$ cat config.mk
export PLATFORM = sky130hd
export DESIGN_NAME = iosvl_top
export DESIGN_NICKNAME = d
export VERILOG_FILES = /design/src/rtl/iosvl_pkg.sv /design/src/rtl/iosvl_sync.sv /design/src/rtl/iosvl_top.sv
export SDC_FILE = /design/constraint.sdc
export NUM_CORES = 1
export LEC_CHECK = 0
export BUFFER_PORTS_ARGS = -buffer_cell sky130_fd_sc_hd__buf_4
export CAP_MARGIN = 20
export CORE_MARGIN = 8
export CORE_UTILIZATION = 56
export CTS_CLUSTER_SIZE = 40
export DETAILED_ROUTE_END_ITERATION = 12
export PLACE_DENSITY_LB_ADDON = 0.25
export SYNTH_ARGS = -nofsm -noshare
export SYNTH_HDL_FRONTEND = slang
export SYNTH_SLANG_ARGS = --single-unit
$ cat constraint.sdc
create_clock -name ref_clk_i -period 13.4 [get_ports ref_clk_i]
set_clock_uncertainty 0.05 [all_clocks]
set_input_delay 2.68 -clock ref_clk_i [delete_from_list [all_inputs] [get_ports ref_clk_i]]
set_output_delay 2.68 -clock ref_clk_i [all_outputs]
set_load 0.1 [all_outputs]
$ cat src/rtl/iosvl_pkg.sv
// package: offsets, field positions, reset values and codes of the io status and velocity limit block
package iosvl_pkg;
	// register offsets as printed
	localparam logic [15:0] IOSVL_OFS_IO_STATE    = 16'h0802;
	localparam logic [15:0] IOSVL_OFS_INPUT_STATE = 16'h081e;
	localparam logic [15:0] IOSVL_OFS_OUT_STATE   = 16'h0820;
	localparam logic [15:0] IOSVL_OFS_SAFE_OFF    = 16'h084c;
	localparam logic [15:0] IOSVL_OFS_MAX_VEL     = 16'h1120;
	// field positions
	localparam int          IOSVL_IO_IN_LSB       = 0;
	localparam int          IOSVL_IO_OUT_LSB      = 8;
	localparam int          IOSVL_NUM_IN          = 4;
	localparam int          IOSVL_NUM_OUT         = 2;
	localparam int          IOSVL_NUM_LIM         = 2;
	// velocity setting range and reset
	localparam logic [31:0] IOSVL_VMAX_RESET      = 32'h0000_3390;
	localparam logic [31:0] IOSVL_VMAX_MIN        = 32'h0000_0001;
	localparam logic [31:0] IOSVL_VMAX_MAX        = 32'h7fff_ffff;
	// error codes
	localparam logic [15:0] IOSVL_ERR_NONE        = 16'h0000;
	localparam logic [15:0] IOSVL_ERR_SAFE_OFF    = 16'h0514;
	localparam logic [15:0] IOSVL_ERR_LIMIT_SW    = 16'h0001;
	// sync depth for pin inputs
	localparam int          IOSVL_SYNC_STAGES     = 3;
	// power stage states
	typedef enum logic [2:0] {
		IOSVL_ST_OFF   = 3'b001,
		IOSVL_ST_ON    = 3'b010,
		IOSVL_ST_FAULT = 3'b100
	} iosvl_pwr_e;
endpackage : iosvl_pkg

$ cat src/rtl/iosvl_sync.sv
// module: three-stage pin synchroniser with agreement filter
`timescale 1ns/1ns
module iosvl_sync
	import iosvl_pkg::*;
#(
	parameter int  WIDTH = 1,
	parameter logic [WIDTH-1:0] RST_VAL = '0
) (
	input  wire logic             clk_i,
	input  wire logic             rst_n_i,
	input  wire logic [WIDTH-1:0] d_i,
	output logic      [WIDTH-1:0] q_o
);
	logic [WIDTH-1:0] s1_r;
	logic [WIDTH-1:0] s2_r;
	logic [WIDTH-1:0] s3_r;
	logic [WIDTH-1:0] q_nxt;

	// change accepted only when stages two and three agree
	genvar g;
	generate
		for (g = 0; g < WIDTH; g++) begin : g_bit
			assign q_nxt[g] = (s2_r[g] == s3_r[g]) ? s3_r[g] : q_o[g];
		end
	endgenerate

	always_ff @(posedge clk_i or negedge rst_n_i) begin
		if (!rst_n_i) begin
			s1_r <= RST_VAL;
			s2_r <= RST_VAL;
			s3_r <= RST_VAL;
			q_o  <= RST_VAL;
		end else begin
			s1_r <= d_i;
			s2_r <= s1_r;
			s3_r <= s2_r;
			q_o  <= q_nxt;
		end
	end
endmodule : iosvl_sync

$ cat src/rtl/iosvl_top.sv
// module: io status words, velocity limit and drive reactions
//
// Function
// - the active velocity limit is the least of the configured maximum, motor maximum and input-selected limit.
// - the configured maximum accepts 1 to 2147483647, resets to 13200 and takes effect immediately.
// - the combined 16-bit state word holds inputs in bits 0-3 and outputs in bits 8-9.
// - each status bit is one when its line is active and zero otherwise.
// - the input state word holds input lines zero to three in bits 0-3, other bits zero.
// - the output state word holds output line zero in bit 0 and one in bit 1, other bits zero.
// - the safe-torque-off channels appear only in their own word, never in the input word.
// - the safe-off word holds channel a in bit 0 and channel b in bit 1.
// - the display port can read the states but has no path to change them.
// - safe torque off while the power stage is on disables it and raises error 1300.
// - a triggered enabled limit switch raises an error indication.
// - each limit switch is enabled by configuration and read as normally closed or open.
// - the holding brake is engaged whenever the power stage is disabled.
`timescale 1ns/1ns
module iosvl_top
	import iosvl_pkg::*;
(
	input  wire logic        ref_clk_i,
	input  wire logic        nrst_i,
	// parameter access port
	input  wire logic [15:0] par_addr_i,
	input  wire logic        par_rd_i,
	input  wire logic        par_wr_i,
	input  wire logic [31:0] par_wdata_i,
	output logic      [31:0] par_rdata_o,
	output logic             par_ack_o,
	output logic             par_err_o,
	// local display, read only
	input  wire logic [15:0] disp_addr_i,
	output logic      [15:0] disp_data_o,
	// lines
	input  wire logic        input_line_zero_i,
	input  wire logic        input_line_one_i,
	input  wire logic        input_line_two_i,
	input  wire logic        input_line_three_i,
	input  wire logic        output_line_zero_i,
	input  wire logic        output_line_one_i,
	input  wire logic        safe_off_channel_a_i,
	input  wire logic        safe_off_channel_b_i,
	// velocity limit sources
	input  wire logic [31:0] motor_vel_max_i,
	input  wire logic [31:0] input_vel_lim_i,
	input  wire logic        input_vel_lim_en_i,
	// limit switches
	input  wire logic [1:0]  limit_sw_i,
	input  wire logic [1:0]  limit_sw_en_i,
	input  wire logic [1:0]  limit_sw_nc_i,
	// power stage control
	input  wire logic        enable_req_i,
	input  wire logic        fault_clear_i,
	output logic             power_stage_on_o,
	output logic             brake_engage_o,
	output logic      [31:0] vel_limit_o,
	output logic             error_o,
	output logic      [15:0] error_code_o
);
	// ******************************
	// reset release
	// ******************************
	logic       rst_s1_r;
	logic       rst_n;

	always_ff @(posedge ref_clk_i or negedge nrst_i) begin
		if (!nrst_i) begin
			rst_s1_r <= 1'b0;
			rst_n    <= 1'b0;
		end else begin
			rst_s1_r <= 1'b1;
			rst_n    <= rst_s1_r;
		end
	end

	// ******************************
	// line synchronisers
	// ******************************
	localparam int NPIN = IOSVL_NUM_IN + IOSVL_NUM_OUT + 2 + IOSVL_NUM_LIM;
	logic [NPIN-1:0] pin_raw;
	logic [NPIN-1:0] pin_sync;
	logic [3:0]      in_st;
	logic [1:0]      out_st;
	logic [1:0]      sto_st;
	logic [1:0]      lim_raw;

	assign pin_raw = {limit_sw_i, safe_off_channel_b_i, safe_off_channel_a_i,
	                  output_line_one_i, output_line_zero_i,
	                  input_line_three_i, input_line_two_i, input_line_one_i, input_line_zero_i};

	// safe-off lines idle high (24 v wired when unused)
	iosvl_sync #(
		.WIDTH   (NPIN),
		.RST_VAL ({{IOSVL_NUM_LIM{1'b0}}, 2'b11, {(IOSVL_NUM_IN + IOSVL_NUM_OUT){1'b0}}})
	) u_sync (
		.clk_i   (ref_clk_i),
		.rst_n_i (rst_n),
		.d_i     (pin_raw),
		.q_o     (pin_sync)
	);

	assign in_st   = pin_sync[3:0];
	assign out_st  = pin_sync[5:4];
	assign sto_st  = pin_sync[7:6];
	assign lim_raw = pin_sync[9:8];

	// ******************************
	// status words
	// ******************************
	logic [15:0] io_state_word_r;
	logic [15:0] input_state_word_r;
	logic [15:0] output_state_word_r;
	logic [15:0] safe_off_input_word_r;
	logic [15:0] io_state_nxt;
	logic [15:0] input_state_nxt;
	logic [15:0] output_state_nxt;
	logic [15:0] safe_off_nxt;

	assign io_state_nxt     = {6'h00, out_st, 4'h0, in_st};
	assign input_state_nxt  = {12'h000, in_st};
	assign output_state_nxt = {14'h0000, out_st};
	assign safe_off_nxt     = {14'h0000, sto_st};

	always_ff @(posedge ref_clk_i or negedge rst_n) begin
		if (!rst_n) begin
			io_state_word_r       <= 16'h0000;
			input_state_word_r    <= 16'h0000;
			output_state_word_r   <= 16'h0000;
			safe_off_input_word_r <= 16'h0000;
		end else begin
			io_state_word_r       <= io_state_nxt;
			input_state_word_r    <= input_state_nxt;
			output_state_word_r   <= output_state_nxt;
			safe_off_input_word_r <= safe_off_nxt;
		end
	end

	// ******************************
	// velocity setting and limit
	// ******************************
	logic [31:0] max_velocity_setting_r;
	logic [31:0] vel_limit_nxt;
	logic [31:0] vmin_a;
	logic        hit_io;
	logic        hit_di;
	logic        hit_do;
	logic        hit_sto;
	logic        hit_vmax;
	logic        hit_any;
	logic        wr_in_range;
	logic        wr_vmax;

	assign hit_io      = (par_addr_i == IOSVL_OFS_IO_STATE);
	assign hit_di      = (par_addr_i == IOSVL_OFS_INPUT_STATE);
	assign hit_do      = (par_addr_i == IOSVL_OFS_OUT_STATE);
	assign hit_sto     = (par_addr_i == IOSVL_OFS_SAFE_OFF);
	assign hit_vmax    = (par_addr_i == IOSVL_OFS_MAX_VEL);
	assign hit_any     = hit_io | hit_di | hit_do | hit_sto | hit_vmax;
	assign wr_in_range = (par_wdata_i >= IOSVL_VMAX_MIN) && (par_wdata_i <= IOSVL_VMAX_MAX);
	assign wr_vmax     = par_wr_i & hit_vmax & wr_in_range;

	assign vmin_a        = (max_velocity_setting_r < motor_vel_max_i) ? max_velocity_setting_r : motor_vel_max_i;
	assign vel_limit_nxt = (input_vel_lim_en_i && (input_vel_lim_i < vmin_a)) ? input_vel_lim_i : vmin_a;

	always_ff @(posedge ref_clk_i or negedge rst_n) begin
		if (!rst_n) begin
			max_velocity_setting_r <= IOSVL_VMAX_RESET;
		end else if (wr_vmax) begin
			max_velocity_setting_r <= par_wdata_i;
		end
	end

	always_ff @(posedge ref_clk_i or negedge rst_n) begin
		if (!rst_n) begin
			vel_limit_o <= IOSVL_VMAX_RESET;
		end else begin
			vel_limit_o <= vel_limit_nxt;
		end
	end

	// ******************************
	// parameter access
	// ******************************
	logic [31:0] rd_mux;
	logic        acc;
	logic        acc_err;

	assign rd_mux = hit_io   ? {16'h0000, io_state_word_r} :
	                hit_di   ? {16'h0000, input_state_word_r} :
	                hit_do   ? {16'h0000, output_state_word_r} :
	                hit_sto  ? {16'h0000, safe_off_input_word_r} :
	                hit_vmax ? max_velocity_setting_r : 32'h0000_0000;
	assign acc     = par_rd_i | par_wr_i;
	// error: unmapped, write to read-only, or out-of-range value
	assign acc_err = ~hit_any | (par_wr_i & ~hit_vmax) | (par_wr_i & hit_vmax & ~wr_in_range);

	always_ff @(posedge ref_clk_i or negedge rst_n) begin
		if (!rst_n) begin
			par_rdata_o <= 32'h0000_0000;
			par_ack_o   <= 1'b0;
			par_err_o   <= 1'b0;
		end else begin
			par_rdata_o <= (par_rd_i && hit_any) ? rd_mux : 32'h0000_0000;
			par_ack_o   <= acc;
			par_err_o   <= acc & acc_err;
		end
	end

	// ******************************
	// local display (read only)
	// ******************************
	logic [15:0] disp_nxt;

	assign disp_nxt = (disp_addr_i == IOSVL_OFS_IO_STATE)    ? io_state_word_r :
	                  (disp_addr_i == IOSVL_OFS_INPUT_STATE) ? input_state_word_r :
	                  (disp_addr_i == IOSVL_OFS_OUT_STATE)   ? output_state_word_r :
	                  (disp_addr_i == IOSVL_OFS_SAFE_OFF)    ? safe_off_input_word_r : 16'h0000;

	always_ff @(posedge ref_clk_i or negedge rst_n) begin
		if (!rst_n) begin
			disp_data_o <= 16'h0000;
		end else begin
			disp_data_o <= disp_nxt;
		end
	end

	// ******************************
	// limit switches
	// ******************************
	logic [1:0] lim_trig;
	logic       lim_hit;

	genvar g;
	generate
		for (g = 0; g < IOSVL_NUM_LIM; g++) begin : g_lim
			// normally closed: open contact (low) means triggered
			assign lim_trig[g] = limit_sw_en_i[g] & (limit_sw_nc_i[g] ? ~lim_raw[g] : lim_raw[g]);
		end
	endgenerate
	assign lim_hit = |lim_trig;

	// ******************************
	// power stage state
	// ******************************
	iosvl_pwr_e  st_r;
	iosvl_pwr_e  st_nxt;
	logic [15:0] err_nxt;
	logic        sto_trig;

	// either channel low triggers safe torque off
	assign sto_trig = ~(&sto_st);

	// fault holds until cleared with both safe-off lines high and no limit hit
	// enable request has no effect while in fault

	always_comb begin
		st_nxt  = st_r;
		err_nxt = error_code_o;
		unique case (st_r)
			IOSVL_ST_OFF: begin
				if (lim_hit) begin
					st_nxt  = IOSVL_ST_FAULT;
					err_nxt = IOSVL_ERR_LIMIT_SW;
				end else if (enable_req_i && !sto_trig) begin
					st_nxt = IOSVL_ST_ON;
				end
			end
			IOSVL_ST_ON: begin
				if (sto_trig) begin
					st_nxt  = IOSVL_ST_FAULT;
					err_nxt = IOSVL_ERR_SAFE_OFF;
				end else if (lim_hit) begin
					st_nxt  = IOSVL_ST_FAULT;
					err_nxt = IOSVL_ERR_LIMIT_SW;
				end else if (!enable_req_i) begin
					st_nxt = IOSVL_ST_OFF;
				end
			end
			IOSVL_ST_FAULT: begin
				if (fault_clear_i && !sto_trig && !lim_hit) begin
					st_nxt  = IOSVL_ST_OFF;
					err_nxt = IOSVL_ERR_NONE;
				end
			end
			default: begin
				st_nxt = IOSVL_ST_OFF;
			end
		endcase
	end

	always_ff @(posedge ref_clk_i or negedge rst_n) begin
		if (!rst_n) begin
			st_r         <= IOSVL_ST_OFF;
			error_code_o <= IOSVL_ERR_NONE;
		end else begin
			st_r         <= st_nxt;
			error_code_o <= err_nxt;
		end
	end

	assign power_stage_on_o = (st_r == IOSVL_ST_ON);
	assign brake_engage_o   = ~power_stage_on_o;
	assign error_o          = (st_r == IOSVL_ST_FAULT);
endmodule : iosvl_top

# [After elaboration in Yosys (flattened, before gate mapping)]
# Cells that the tools add are included.
[classes] muxes=25 magnitude_cmp=4 bitwise_logic=20 n_reduce_logical=12 n_eq_ne=25
[ops] operator="$mux W32" count=8
[ops] operator="$eq A16 B12 Y1 const B" count=8
[ops] operator="$lt A32 B32 Y1" count=2
[ops] operator="$mux W16" count=3
[ops] operator="$pmux W16 S3" count=1
[ops] operator="$ge A32 B1 Y1 const B" count=1
[ops] operator="$le A32 B31 Y1 const B" count=1
[ops] operator="$mux W3" count=6
[ops] operator="$eq A16 B13 Y1 const B" count=1
[ops] operator="$eq A1 B1 Y1" count=10
[ops] operator="$mux W10" count=1
[ops] operator="$pmux W3 S3" count=1
[ops] operator="$and A1 B1 Y1" count=7
[ops] operator="$or A1 B1 Y1" count=7
[ops] operator="$logic_and A1 B1 Y1" count=6
[ops] operator="$not A1 Y1" count=6
[ops] operator="$mux W2" count=2
[ops] operator="$mux W4" count=1
[ops] operator="$ne A4 B4 Y1 const B" count=1
[ops] operator="$reduce_and A2 Y1" count=2
[ops] operator="$eq A3 B1 Y1 const B" count=1
[ops] operator="$eq A3 B2 Y1 const B" count=1
[ops] operator="$eq A3 B3 Y1 const B" count=1
[ops] operator="$ne A3 B3 Y1 const B" count=1
[ops] operator="other kinds (6)" count=7
[word_totals] output_inout_bits=101 elab_cells=113 ff_bits=183 input_bits=149

# [Logic depth before layout (Yosys ltp)]
[logic_depth] depth_word=9 ltp_mapped=22 mapped_depth_nobuf=18

# [Hierarchy]
# From an unflattened synthesis, not the netlist that was laid out.
[hier_totals] hier_cells=698 area_unflattened_um2=8199.1
[by_module_without_submodules] module="iosvl_top" area_each_um2=7075.5 cells_per_inst=648 n_inst=1
[by_module_without_submodules] module="iosvl_sync" area_each_um2=1123.6 cells_per_inst=50 n_inst=1

# [Worst setup path after synthesis]
# OpenSTA, ideal clock, no wires.
[synth_timing] kind="input-to-reg" from="input port motor_vel_max_i[19]" to="register vel_limit_o[12]" setup_slack_ns=6.554 arrival_ns=6.721 cell_stages=22 t_required_ns=13.275 n_path_buf=4 path_cell_list="inv_1 > ha_1 > a21oi_1 > o21ai_1 > a221o_1 > a2111oi_0 > a21boi_2 > buf_4 > clkbuf_1 > nor2_1 > a21oi_1 > ha_1 > a211o_1 > o211ai_1 > a21oi_1 > o41ai_1 > a31oi_1 > nor4b_1 > o31a_1 > buf_6 > buf_6 > mux2i_1"
[synth_between] elab_chain_cells=5
[synth_rtl] element="start, declared" line_no="iosvl_top.sv:44" rtl="input wire logic [31:0] motor_vel_max_i,"
[synth_rtl] element="$lt A32 B32 Y1" line_no="iosvl_top.sv:162" rtl="assign vmin_a = (max_velocity_setting_r < motor_vel_max_i) ? max_velocity_setting_r : motor_vel_max_i;"
[synth_rtl] element="$mux W32 (*)" line_no="iosvl_top.sv:162"
[synth_rtl] element="$lt A32 B32 Y1" line_no="iosvl_top.sv:163" rtl="assign vel_limit_nxt = (input_vel_lim_en_i && (input_vel_lim_i < vmin_a)) ? input_vel_lim_i : vmin_a;"
[synth_rtl] element="$logic_and A1 B1 Y1" line_no="iosvl_top.sv:163"
[synth_rtl] element="$mux W32 (*)" line_no="iosvl_top.sv:163"
[synth_rtl] element="via vel_limit_nxt[12]" line_no="iosvl_top.sv:142" rtl="logic [31:0] vel_limit_nxt;"
[synth_rtl] element="end signal, assigned" line_no="iosvl_top.sv:177" rtl="vel_limit_o <= vel_limit_nxt;"
[synth_rtl] element="end, declared" line_no="iosvl_top.sv:56" rtl="output logic [31:0] vel_limit_o,"
# Mark *: on every way through the listed nets, which the timed path passes. The rest lies on a longest branch.
# A chain may end at the register's enable or synchronous reset.

# [Final worst setup path]
[layout_timing] from="input port motor_vel_max_i[17]" to="register vel_limit_o[28]"
# The elaborated chain is that of the path after synthesis.

==> metrics.md <==
| Metric | Value |
|---|---|
| Gr usage total | `about a quarter` |
| Net count, final | `1184` |
| Share of cell area taken by muxes after synthesis | `a little under a tenth` |
| CP Capture Type | `flip-flop` |
| Total power divided by cell area | `119 nW/um^2` |
| Num CTS Buffers | `17` |
| Initial Util | `57.3%` |
| Maximum achievable frequency | `0.127 GHz` |
| Post-DP HPWL | `roughly 17000 um` |
| Most frequent cells after synthesis | `dfrtp_1 (152), inv_1 (69), ha_1 (62), a21oi_1 (61), nor2_1 (57)` |
| Number of buffers added on ports | `between 200 and 250` |
| Via count of the first global-routing pass | `slightly below 7000` |
| Clock Tree Buf Depth | `2` |
| Top cells by area, synth | `dfrtp_1 (46%), ha_1 (9.3%), dfstp_2 (6.6%), mux2_4 (5.2%), mux2i_1 (3.8%)` |
| Number of antenna violations at the first check in global routing | `0` |
| Leakage dissipation | `5.79 nW` |
| RSZ-0062 raised after global routing | `no` |
| Tot Pwr | `1.29 mW` |
| Std cell rows | `44` |
| TritonCTS clock tree | `built` |
| Depth of the CTS H-tree | `4` |
| Count of cells along the worst register-to-register path | `18` |
| Drt wl/cell | `19.4 um` |
| Number of iterations in the first detailed-routing pass | `5` |
| Data arrival at the endpoint of the critical path | `just over 8000 ps` |
| Count of distinct cell types in the synthesized netlist | `61` |
| Required time reported for the critical path endpoint | `13680 ps` |
| Detailed-route wire length | `22700 um` |
| Vias per Instance | `about 5.4` |
| Number of warnings reported in the yosys synthesis log | `0` |
| Die Span X | `138 um` |
| Overflow left after global routing | `0` |
| Post-route antenna net violation count | `0` |
| Synthesized instance count | `736` |
| Number of enable flip-flop cells after synthesis | `0` |
| Clock-pin slew of the registers on the worst-case setup and hold paths | `70 ps` |
| Clk sink count | `173` |
| Clk Tree Root Cell | `clkbuf_16` |
| Die Area | `19000 sq um` |
| Final non-filler cell area | `10800 sq um` |
| Most frequent cell after synthesis | `dfrtp_1` |
| Largest area contributor in the synthesized netlist | `dfrtp_1` |
| Number of instances in the placed design | `1137` |
| Hold Violations, Final | `0` |
| Vias after detailed routing | `6365` |
| Worst-Skew Late Latency | `430 ps` |
| Dominant combinational cell family by area after synthesis | `simple AND/OR/NAND/NOR gates` |
| Post-layout util | `74.6%` |
| Maximum number of pins on one net before global-route repair | `64` |
| Post-Synthesis Mean Instance Area | `11.3 sq um` |
| Area after DPL | `10200 sq um` |
| Critical Setup Path Class | `input port to flip-flop` |
| Most used flip-flop cell after synthesis | `dfrtp_1` |
| Post-synthesis xor/xnor area fraction | `0.315%` |
| Setup TNS | `0 ps` |
| Die height | `138 um` |
| Post CTS Setup Buffer Count | `0` |
| Setup violation total in the final timing report | `0` |
| Count of instances resized after the clock tree is built | `0` |
| Final instance count without filler cells | `around 1200` |
| Global-route wire length before repair | `35400 um` |
| Yosys reg bits | `173` |
| Compound-gate portion of the synthesized area | `8.53%` |
| Actual slew at the worst max-slew pin | `1080 ps` |
| Area added between synthesis and finish | `30.1%` |
| Area of the placeable core | `14500 sq um` |
| Number of max-cap violations | `0` |
| Post-layout minimum cycle time | `7880 ps` |
| Final worst-path cycle share | `58.8%` |
| Path type of the worst min-delay path | `flip-flop to async pin` |
| Worst slew slack as a fraction of its limit | `28.2%` |
| Synthesized-area fraction occupied by adder cells | `10.5%` |
| Sort of element at the start of the critical path | `input port` |
| Number of slew-limit violations in the final report | `0` |
| Crit path max fanout | `54` |
| Fraction of final layout cells sized beyond drive strength 1 | `34.3%` |
| Number of primary I/O pins | `250` |
| Total inserted antenna cells | `0` |
| Maximum VDD drop | `141 uV` |
| Number of hold buffers added after cts | `0` |
| Starting DRT DRC Count | `334` |
| Outcome | `completed` |
| Placer congestion estimate | `0.918` |
| Simple-gate share of the synthesized area | `13.1%` |
| Area fraction of the dominant cell type after synthesis | `between 40% and 50%` |
| Ys async rst share | `100%` |
| Sequential fraction of the synthesis area | `around 52%` |
| Mapped cell area | `~8300 sq um` |
| Number of remaining DRC errors | `0` |
flip-flops by register name, summed over array words and instances (netlist names):
register                flops
disp_data_o                 6
error_code_o               16
input_state_word_r          3
io_state_word_r             1
max_velocity_setting_r     32
output_state_word_r         2
par_ack_o                   1
par_err_o                   1
par_rdata_o                32
rst_n                       1
rst_s1_r                    1
safe_off_input_word_r       2
st_r                        3
u_sync.q_o                 10
u_sync.s1_r                10
u_sync.s2_r                10
u_sync.s3_r                10
vel_limit_o                32
layer usage:
metal	up-vias	global-route usage [%]	share of wire [%]
li1	3024	-	-
met5	-	0	0
met4	0	9.91	2.8
met1	3063	28.2	39
met2	239	40.7	49
met3	39	8.41	9.8
report_power, final:
group | internal, mW | total (mW) | switching (mW)
logic | 0.0730 | 0.223 | 0.150
clock network | 0.255 | 0.495 | 0.240
registers | 0.546 | 0.570 | 0.0236
total | 0.874 | 1.29 | 0.414
cells by family after synthesis:
group,count (synthesis)
mux,63
compound gates,115
buf+inv,104
simple gates,204
flops,173
xor+xnor,3
fa+ha+maj,72
other cells,2
placed cells by master, fill, tap and decap left out, drive strengths merged, types with 12 or more instances in the layout:
cell / count
and3: 31
nor4: 13
nor2: 57
dfstp: 21
inv: 75
dfrtp: 152
and2: 17
mux2: 31
clkbuf: 17
mux2i: 32
nand2: 33
nand4: 12
buf: 244
ha: 62
a21oi: 61
cell type report:
cell class | instances | area, sq um
clock buffers | 17 | 425
clock inverters | 15 | 191
fillers | 1021 | 3690
inverters | 69 | 259
multi-input cells | 468 | 3530
flip-flops and latches | 173 | 4360
well taps | 184 | 230
repair buffers | 244 | 1840
path summary, 6_finish.rpt:
kind / to / from / slack, ps
setup reg to reg: vel_limit_o[28] / max_velocity_setting_r[17] / 7460
setup / recovery: vel_limit_o[28] / motor_vel_max_i[17] / 5520
hold / removal: error_code_o[3] / rst_n / 290
min in group ref_clk_i: u_sync.s2_r[0] / u_sync.s1_r[0] / 300
hold reg to reg: error_code_o[3] / rst_n / 290
max in group asynchronous: max_velocity_setting_r[11] / rst_n / 11040
critical path: stages:
cell and delay (ps):
buf_4 70, inv_1 50, ha_1 300, a21oi_1 130
o21ai_1 100, a221o_1 360, a2111oi_0 400, a21boi_4 390
buf_4 520, nor2_1 70, a21oi_1 170, ha_1 270
a211o_1 260, o211ai_1 80, a21oi_1 110, o41ai_1 260
a31oi_1 140, nor4b_1 450, o31a_2 970, mux2i_1 340
stage by stage:
| step | hold WS [ps] | setup WS [ps] |
|---|---|---|
| 3_5_place_dp | 286 | 5160 |
| 6_report | 286 | 5520 |
| 2_1_floorplan | 281 | 6550 |
| 5_1_grt | 309 | 5080 |
| 3_3_place_gp | 283 | 5340 |
| 4_1_cts | 303 | 5560 |
No activity file was read; power rests on OpenSTA's default activity.
